<file path="src/hdl/asc_pkg.sv">
/*
  constants for the static memory access controller: pin widths, timing
  figures in ns, cycle counts derived from the 10 MHz clock, states.
  assumes: the controller runs on a single 100 ns clock.
*/
package asc_pkg;
  localparam int CLK_PERIOD_NS  = 100;  // clock period in ns
  localparam int ADDR_W         = 15;   // address width
  localparam int DATA_W         = 8;    // data width
  localparam int WRITE_PULSE_NS = 9;    // minimum write pulse
  localparam int WHZ_NS         = 8;    // strobe to float
  localparam int DATA_OVERLAP_NS = 6;   // data_overlap_time
  localparam int ACCESS_NS      = 10;   // read access time
  localparam int OHZ_NS         = 6;    // enable to float
  localparam int CHZ_NS         = 8;    // select to float
  // longest of the write pulse options
  localparam int WP_OE_LOW_NS   = (WHZ_NS + DATA_OVERLAP_NS > WRITE_PULSE_NS)
                                  ? WHZ_NS + DATA_OVERLAP_NS : WRITE_PULSE_NS;
  // least times round up, at least one cycle
  localparam int WP_CYC    = (WP_OE_LOW_NS + CLK_PERIOD_NS - 1) / CLK_PERIOD_NS;
  localparam int ACC_CYC   = (ACCESS_NS + CLK_PERIOD_NS - 1) / CLK_PERIOD_NS;
  localparam int FLOAT_NS  = (OHZ_NS > CHZ_NS) ? OHZ_NS : CHZ_NS;
  localparam int FLOAT_CYC = (FLOAT_NS + CLK_PERIOD_NS - 1) / CLK_PERIOD_NS;
  localparam int CNT_W     = 4;         // timer width
  localparam logic [CNT_W-1:0] CNT_RST = 4'h0; // timer reset value
  // controller sequence states
  typedef enum logic [2:0] {
    ASC_IDLE, ASC_RD_WAIT, ASC_RD_DONE, ASC_WR_SETUP, ASC_WR_PULSE,
    ASC_WR_REC, ASC_FLOAT
  } asc_state_e;
endpackage : asc_pkg

</file>
<file path="src/hdl/asc_ctrl.sv">
/*
  host side controller for a 32K x 8 asynchronous static memory: takes
  single read or write requests and sequences select, write strobe,
  output enable, address and the three-signal data bus.
  assumes: memory pins driven directly, wire resolved outside from the
  enable, one 10 MHz clock, requests from logic in the same domain.
*/
`timescale 1ns/100ps
module asc_ctrl
  import asc_pkg::*;
(
  input  wire logic              clk,
  input  wire logic              rst_n,
  input  wire logic              req_valid,
  input  wire logic              req_write,
  input  wire logic [ADDR_W-1:0] req_addr,
  input  wire logic [DATA_W-1:0] req_wdata,
  output logic                   req_ready,
  output logic                   rsp_valid,
  output logic      [DATA_W-1:0] rsp_rdata,
  output logic      [ADDR_W-1:0] mem_addr,
  output logic                   mem_sel_n,
  output logic                   mem_wr_n,
  output logic                   mem_oe_n,
  input  wire logic [DATA_W-1:0] mem_data_i,
  output logic      [DATA_W-1:0] mem_data_o,
  output logic                   mem_data_oe_n
);
  asc_state_e       state_q;   // sequence state
  logic [CNT_W-1:0] cnt_q;     // cycle timer within a phase
  logic [DATA_W-1:0] rd_sync;  // synchronised data pins

  // cycle walk of a read, counted from the edge that takes it:
  //   edge 0: address set, select and output enable fall
  //   edges 1 to 3: access time plus two synchroniser stages
  //   edge 4: select and output enable rise together
  //   edge 5: synchronised byte captured, answer pulse raised
  //   edge 6 and 7: memory drivers given time to float
  //   edge 7: ready raised again, back in idle
  // cycle walk of a write, counted from the edge that takes it:
  //   edge 0: address and write byte registered, select still high
  //   edge 1: select, strobe and data drive fall together
  //   edge 2: select and strobe rise, data still driven for hold
  //   edge 3: data released, ready raised again
  // hazards kept in mind:
  //   the address only moves in idle, where select and strobe are high,
  //   so no write can straddle an address change
  //   select falls with the strobe in a write and output enable stays
  //   high, so the memory never turns its drivers on during a write
  //   the data drive outlasts the strobe by one cycle so the byte is
  //   still on the pins when the strobe ends
  //   after a read the bus is left alone until the float wait is over
  // limitation: one 100 ns cycle is far longer than any minimum here, so
  // every phase is a whole number of cycles and no phase is shortened

  // read data pins pass two flops before use
  asc_sync #(.W(DATA_W)) u_sync (
    .clk  (clk),
    .rst_n(rst_n),
    .din  (mem_data_i),
    .dout (rd_sync)
  );

  // sequence state and phase timer
  always_ff @(posedge clk or negedge rst_n) begin
    if (!rst_n) begin
      state_q <= ASC_IDLE;
      cnt_q   <= CNT_RST;
    end else begin
      case (state_q)
        // wait for a request, timer held at zero
        ASC_IDLE: begin
          cnt_q <= CNT_RST;
          // writes take priority in decoding, only one at a time anyway
          if (req_valid && req_write) begin
            state_q <= ASC_WR_SETUP;
          end else if (req_valid) begin
            state_q <= ASC_RD_WAIT;
          end
        end
        // wait access plus two synchroniser stages
        ASC_RD_WAIT: begin
          if (cnt_q >= CNT_W'(ACC_CYC + 2)) begin
            state_q <= ASC_RD_DONE;
            cnt_q   <= CNT_RST;
          end else begin
            cnt_q <= cnt_q + 4'h1;
          end
        end
        // deselect, then let the memory float the bus
        ASC_RD_DONE: begin
          state_q <= ASC_FLOAT;
        end
        // select and enable are high, memory drivers turning off
        ASC_FLOAT: begin
          // the longer of the two float figures, rounded up to cycles
          if (cnt_q >= CNT_W'(FLOAT_CYC)) begin
            state_q <= ASC_IDLE;
          end else begin
            cnt_q <= cnt_q + 4'h1;
          end
        end
        // address settles while deselected
        ASC_WR_SETUP: begin
          state_q <= ASC_WR_PULSE;
        end
        // hold the pulse for the longer oe-low figure
        ASC_WR_PULSE: begin
          if (cnt_q >= CNT_W'(WP_CYC - 1)) begin
            state_q <= ASC_WR_REC;
            cnt_q   <= CNT_RST;
          end else begin
            cnt_q <= cnt_q + 4'h1;
          end
        end
        // recovery counted from strobe release
        ASC_WR_REC: begin
          state_q <= ASC_IDLE;
        end
        // unused encoding: recover to idle with the timer cleared
        default: begin
          state_q <= ASC_IDLE;
          cnt_q   <= CNT_RST;
        end
      endcase
    end
  end

  // address latched only while select is high
  // the request is taken in idle, so the pin moves with select high
  always_ff @(posedge clk or negedge rst_n) begin
    if (!rst_n) begin
      mem_addr <= '0;
    end else if (state_q == ASC_IDLE && req_valid) begin
      mem_addr <= req_addr;
    end
  end

  // select low for read wait and for the write pulse only
  always_ff @(posedge clk or negedge rst_n) begin
    if (!rst_n) begin
      mem_sel_n <= 1'b1;
    end else begin
      case (state_q)
        ASC_IDLE:     mem_sel_n <= !(req_valid && !req_write);
        ASC_RD_WAIT:  mem_sel_n <= (cnt_q >= CNT_W'(ACC_CYC + 2));
        // select falls with the strobe so the memory never drives
        ASC_WR_SETUP: mem_sel_n <= 1'b0;
        ASC_WR_PULSE: mem_sel_n <= (cnt_q >= CNT_W'(WP_CYC - 1));
        default:      mem_sel_n <= 1'b1;
      endcase
    end
  end

  // write strobe low only in the pulse, high in reads
  // strobe and select share one timing, so both bound the write
  always_ff @(posedge clk or negedge rst_n) begin
    if (!rst_n) begin
      mem_wr_n <= 1'b1;
    end else begin
      case (state_q)
        ASC_WR_SETUP: mem_wr_n <= 1'b0;
        ASC_WR_PULSE: mem_wr_n <= (cnt_q >= CNT_W'(WP_CYC - 1));
        default:      mem_wr_n <= 1'b1;
      endcase
    end
  end

  // output enable low only during read; high in writes
  always_ff @(posedge clk or negedge rst_n) begin
    if (!rst_n) begin
      mem_oe_n <= 1'b1;
    end else begin
      case (state_q)
        ASC_IDLE:    mem_oe_n <= !(req_valid && !req_write);
        ASC_RD_WAIT: mem_oe_n <= (cnt_q >= CNT_W'(ACC_CYC + 2));
        default:     mem_oe_n <= 1'b1;
      endcase
    end
  end

  // drive data only in write pulse and recovery, never after a read
  // until the float wait is over
  always_ff @(posedge clk or negedge rst_n) begin
    if (!rst_n) begin
      mem_data_o    <= '0;
      mem_data_oe_n <= 1'b1;
    end else begin
      if (state_q == ASC_IDLE && req_valid && req_write) begin
        mem_data_o <= req_wdata;
      end
      case (state_q)
        ASC_WR_SETUP: mem_data_oe_n <= 1'b0;
        ASC_WR_PULSE: mem_data_oe_n <= 1'b0;
        default:      mem_data_oe_n <= 1'b1;
      endcase
    end
  end

  // request handshake and read answer
  // ready is registered but decoded from the last cycle before idle, so it rises as idle is entered; a request
  // seen in idle drops it at once so a second one is not taken
  always_ff @(posedge clk or negedge rst_n) begin
    if (!rst_n) begin
      req_ready <= 1'b0;
      rsp_valid <= 1'b0;
      rsp_rdata <= '0;
    end else begin
      req_ready <= (state_q == ASC_FLOAT && cnt_q >= CNT_W'(FLOAT_CYC))
                || state_q == ASC_WR_REC
                || (state_q == ASC_IDLE && !req_valid);
      rsp_valid <= (state_q == ASC_RD_DONE);
      if (state_q == ASC_RD_DONE) begin
        rsp_rdata <= rd_sync;
      end
    end
  end
endmodule : asc_ctrl

</file>
<file path="src/hdl/asc_sync.sv">
/*
  two flip-flop synchroniser for the data pins read back from memory.
  assumes: inputs are asynchronous pins, output read in clk domain.
*/
`timescale 1ns/100ps
module asc_sync
  import asc_pkg::*;
#(
  parameter int W = DATA_W
) (
  input  wire logic         clk,
  input  wire logic         rst_n,
  input  wire logic [W-1:0] din,
  output logic      [W-1:0] dout
);
  logic [W-1:0] meta_q;  // first stage, read only by second stage

  // two stages before any logic sees the pins
  always_ff @(posedge clk or negedge rst_n) begin
    if (!rst_n) begin
      meta_q <= '0;
      dout   <= '0;
    end else begin
      meta_q <= din;
      dout   <= meta_q;
    end
  end
endmodule : asc_sync

</file>
<file path="config.mk">
export PLATFORM = sky130hd
export DESIGN_NAME = asc_ctrl
export DESIGN_NICKNAME = d
export VERILOG_FILES = /design/src/hdl/asc_pkg.sv /design/src/hdl/asc_ctrl.sv /design/src/hdl/asc_sync.sv
export SDC_FILE = /design/constraint.sdc
export NUM_CORES = 1
export LEC_CHECK = 0
export ABC_AREA = 1
export BUFFER_PORTS_ARGS = -buffer_cell sky130_fd_sc_hd__buf_2
export CAP_MARGIN = 20
export CORE_UTILIZATION = 46
export CTS_CLUSTER_SIZE = 14
export DETAILED_ROUTE_END_ITERATION = 12
export HOLD_SLACK_MARGIN = 0.1
export PLACE_DENSITY = 0.73
export SLEW_MARGIN = 20
export SYNTH_ARGS = -nofsm -noshare
export SYNTH_HDL_FRONTEND = slang
export SYNTH_SLANG_ARGS = --single-unit
export TNS_END_PERCENT = 20
</file>
<file path="constraint.sdc">
create_clock -name clk -period 1.6 [get_ports clk]
set_input_delay 0.08 -clock clk [delete_from_list [all_inputs] [get_ports clk]]
set_output_delay 0.08 -clock clk [all_outputs]
set_load 0.02 [all_outputs]
</file>
# Yosys cells after proc, flatten, opt, wreduce, memory -nomap -nowiden
# Index checks and enable logic that the tools add are counted.
totals:
  register_bits: 60
  inputBits: 35
  out_inout_bits: 37
op_classes:
  addsub: 1
  order_cmp: 3
  eq_ne: 11
  muxes: 14
  bitwise: 1
  reduce_logical: 16
ops:
  columns: ["cell", "count"]
  rows:
  - ["$pmux 3 s6", 1]
  - ["$pmux 4 s4", 1]
  - ["$mux 3", 5]
  - ["$mux 4", 3]
  - ["$eq 3x3->1 const B", 3]
  - ["$ge 4x1->1 const B", 2]
  - ["$ne 2x2->1 const B", 4]
  - ["$eq 3x2->1 const B", 2]
  - ["$logic_and 1x1->1", 6]
  - ["$add 4x1->4 const B", 1]
  - ["$ge 4x2->1 const B", 1]
  - ["$pmux 1 s2", 2]
  - ["$pmux 1 s4", 1]
  - ["$reduce_and 4->1", 1]
  - ["$eq 3x1->1 const B", 1]
  - ["$logic_not 1->1", 3]
  - ["$logic_not 3->1", 1]
  - ["$ne 3x3->1 const B", 1]
  - ["$reduce_or 3->1", 1]
  - ["$logic_or 1x1->1", 2]
  - ["$reduce_and 2->1", 1]
  - ["$reduce_or 2->1", 1]
  - ["$mux 1", 1]
  - ["$not 1->1", 1]

# Depth between registers and ports, before layout
depth:
  ltp_word: 4
  mapped_depth: 10
  ltp_nobuf: 10

# Hierarchy
# A second synthesis with hierarchy kept.
hier_totals:
  cells_unflattened: 231
  hier_area_um2: 2294.7
by_module_without_submodules:
  columns: ["mod", "instances", "cells_each", "area_each_um2", "seq_area_each_um2"]
  rows:
  - ["asc_ctrl", 1, 215, 1894.3, 1106.1]
  - ["asc_sync", 1, 16, 400.4, 400.4]

# Worst setup path after synthesis
# Ideal clock, no wire load.
synth_timing:
  path_kind: "register to register"
  start: "register cnt_q[0]"
  end: "register cnt_q[3]"
  arrival_time_ns: 1.078
  required_time_ns: 1.481
  slack_ns: 0.403
  stages_incl_launch_ff: 9
  path_buffers: 0
  period_less_slack_ns: 1.197
  cell_sequence: "dfrtp_1 -> inv_1 -> ha_1 -> inv_1 -> nor2_1 -> nand2_1 -> nand2_1 -> nand3_2 -> and2_1"
synth_between:
  elab_chain_len: 3
synth_rtl:
  columns: ["element", "line", "rtl"]
  rows:
  - ["start, declared", "asc_ctrl.sv:30", "logic [CNT_W-1:0] cnt_q;"]
  - ["start signal, assigned", "asc_ctrl.sv:87", "cnt_q <= cnt_q + 4'h1;"]
  - ["start signal, assigned", "asc_ctrl.sv:100", "cnt_q <= cnt_q + 4'h1;"]
  - ["start signal, assigned", "asc_ctrl.sv:113", "cnt_q <= cnt_q + 4'h1;"]
  - ["$add 4x1->4, or another cell as far along", "asc_ctrl.sv:87, asc_ctrl.sv:100, asc_ctrl.sv:113", null]
  - ["$mux 4, or another cell as far along", "asc_ctrl.sv:109", "if (cnt_q >= CNT_W'(WP_CYC - 1)) begin"]
  - ["$pmux 4 s4 / $reduce_and 2->1 (equally long branches)", null, null]
# Several ways; a longest one is shown, not always the timed one. The select of a mux whose other input is x is not followed.
# A chain may end at the register's enable or synchronous reset.

# Final worst setup path
layout_timing:
  start: "register state_q[2]"
  end: "register cnt_q[0]"
layout_between:
  elab_chain_len: 4
layout_rtl:
  columns: ["element", "line", "rtl"]
  rows:
  - ["start, declared", "asc_ctrl.sv:29", "asc_state_e state_q;"]
  - ["start signal, assigned", "asc_ctrl.sv:67", "state_q <= ASC_IDLE;"]
  - ["start signal, assigned", "asc_ctrl.sv:76", "state_q <= ASC_WR_SETUP;"]
  - ["start signal, assigned", "asc_ctrl.sv:78", "state_q <= ASC_RD_WAIT;"]
  - ["parallel branches: the longest is 4 deep, another holds $pmux 4 s4", null, null]
# Several ways; the timed one is not identified.

==> out/qor.yml <==
place:
  place_congestion: 0.839
  hpwl_um: 3020
  place_area_mm2: 0.00272
  pre_cts_slack_ps: 237
  io_buffers: 71
routing:
  drt_pass1_iterations: 4
  antenna_left: 0
  vias_per_cell: 4.48
  drc_errors: 0
  vias: 1859
  drt_iter0_markers: 102
  wl_um: 5020
  routedWlPerCell_um: 12.1
sta:
  period_share_pct: 84.8
  period_minus_slack_ps: 1360
  final.setup.tns_ps: 0
  finalHoldViolations: 0
  max_slew.worst_pin.slew_ps: 455
  setup_viol: 0
  setup_slack_ps: 243
  drv_slew: 0
  fin_skew_ps: 11.4
  slew_headroom_pct: 69.7
  max_freq_mhz: 737
  rsz0062_at_grt: "no"
cells_and_area:
  syn_to_final_growth_pct: 40.0
  nets: 381
  mostFrequentLayoutCells: "nand2_1 (99), buf_2 (71), dfrtp_1 (56)"
  design_area_mm2: 0.00324
  diodes: 0
  drive_gt1_share_pct: 30.7
  final_common_cell: "nand2_1"
die:
  fp-row-count: 25
  die_h_um: 72.9
  fp.dieW_um: 72.9
  core-area_mm2: 0.00479
  dieArea_mm2: 0.00532
  ios: 72
  start_util_pct: 48.4
setup_path:
  critical_path_class: "reg2reg"
  critPathBufInv: 2
  timing.rr.start: "state_q[2]$_DFFE_PN0P_"
  crit_arrival_ps: 1580
  crit_chain: "inv_2 > nand3_1 > nor2_1 > nor2_1 > inv_1 > nand2_1 > nand2_1"
  endpoint_kind: "flop"
  r2r_setup_slack_ps: 240
  rr_endpoint: "cnt_q[0]$_DFFE_PN0P_"
  slowest_delay_ps: 600
  r2r_cells: 7
  crit_slowest_cell: "dfrtp_1"
  cp.required_ps: 1830
  start_kind: "flop"
  crit_family: "flip-flops"
  cp_max_fo: 7
global_routing:
  grt_overflow: 0
  grt_pass1_wl_um: 8300
  antenna_found_initial: 0
  grt_pass1_vias: 1844
  track_usage_pct: 21.6
  grt_max_degree: 38
cts:
  clockRootBuffer: "clkbuf_8"
  postCtsResizedCells: 0
  clock_sinks: 60
  cts-buffers-inserted: 9
  clockBufferDepth: 2
  htree_levels: 3
  cts_tree: "built"
  cts_setup_buffers: 0
  ctsHoldBuffers: 32
  path_clk_slew_ps: 70
  clkLatencyLatePin_ps: 340
power:
  internal-power_mw: 3.52
  p_switching_mw: 2.40
  p_sw_share_pct: 40.5
  p_per_area_mw_per_mm2: 1830
  total_power_mw: 5.92
  pwr-share-clk_pct: 22.7
  ir_drop_v: 0.000983
  comb_power_share_pct: 37.8
  power_frac_seq_pct: 39.5
  leakagePower_nw: 1.80
synthesis:
  ys_ff_latch: 60
  synth-seq-area-share_pct: 65.1
  netlist-cell-type-count: 22
  netlist_instances: 231
  ys_warn_count: 0
  syn-cell-area_mm2: 0.00231
  syn_nets: 269
  synth.avg_cell_area_um2: 10.0
worst_hold_path:
  min_path_type: "in2reg"
  whs_endpoint: "req_ready$_DFF_PN0_"
  whs_path_depth: 4
  min_from: "req_valid"
job:
  cap_violations: 0
outcome:
  outcome: "finished, final reports clean"
synthesized netlist by cell type, drive strengths merged:
cell type	instances	share of area, %
o21ai	2	0.43
dfstp	4	4.5
clkbuf	2	0.76
ha	3	1.6
nand4	1	0.27
and2	1	0.27
clkinv	1	0.16
inv	18	2.9
dfrtp	56	61
nand2	102	17
nand3	24	5.8
o21a	1	0.32
nor2	10	2.6
a21oi	2	0.43
buf	4	1.9
layout make-up:
| type | count | area (um^2) |
|---|---|---|
| inverter | 19 | 71.3 |
| clock buffer | 9 | 124 |
| multi-input combinational | 146 | 674 |
| timing repair buffer | 107 | 706 |
| sequential | 60 | 1510 |
| tap | 67 | 83.8 |
| fill | 381 | 1550 |
| clock inverter | 7 | 75.1 |
sequential cells by signal, summed over array words and instances, names as in the netlist:
register / cells
mem_addr: 15
mem_data_o: 8
rsp_rdata: 8
u_sync.dout: 8
u_sync.meta_q: 8
cnt_q: 4
state_q: 3
mem_data_oe_n: 1
mem_oe_n: 1
mem_sel_n: 1
mem_wr_n: 1
req_ready: 1
rsp_valid: 1
metal layers:
layer  vias up  routed length [um]  global-route usage [%]
met3         6                 232                    6.77
met4         0                  59                    7.84
met2        57                2580                    37.3
met1       859                2140                    25.3
li1        937                   -                       -
met5         -                   0                       0
how the worst max path moves through the flow:
stage / startpoint / to / cells past startpoint
global route: state_q[2]$_DFFE_PN0P_ / rsp_rdata[6]$_DFFE_PN0P_ / 5
global placement: state_q[2]$_DFFE_PN0P_ / cnt_q[0]$_DFFE_PN0P_ / 7
CTS: state_q[2]$_DFFE_PN0P_ / rsp_rdata[5]$_DFFE_PN0P_ / 5
floorplan: cnt_q[0]$_DFFE_PN0P_ / cnt_q[3]$_DFFE_PN0P_ / 8
detailed placement: state_q[2]$_DFFE_PN0P_ / rsp_rdata[5]$_DFFE_PN0P_ / 5
finish: state_q[2]$_DFFE_PN0P_ / cnt_q[0]$_DFFE_PN0P_ / 7
power by group through the flow:
stage	Clock, mW	Combinational, mW	Sequential [mW]
floorplan	0	1.04	2.83
global placement	0	2.11	2.34
global route	1.44	2.50	2.40
finish	1.34	2.24	2.34
CTS	1.37	2.23	2.33
detailed placement	0	2.17	2.35
cells by family after synthesis:
group | synth area share [%]
simple gates | 26.3
fa+ha+maj | 1.62
buf+inv | 5.78
flops | 65.1
compound gates | 1.19
worst register-to-register path, stage by stage, from the launching register on:
cell and delay (ps):
dfrtp_1 600, inv_2 90, nand3_1 160, nor2_1 80, nor2_1 150, inv_1 70
nand2_1 60, nand2_1 50
stage by stage:
stage | utilization [%] | instances | hold slack [ps]
floorplan | - | 231 | -216
global placement | 56.9 | 367 | 81.2
detailed placement | 56.9 | 367 | 87.9
CTS | 67.7 | 415 | 103
global route | 67.7 | 415 | 136
finish | 67.7 | 415 | 113
Note: power is estimated with default switching activity, not from simulation.
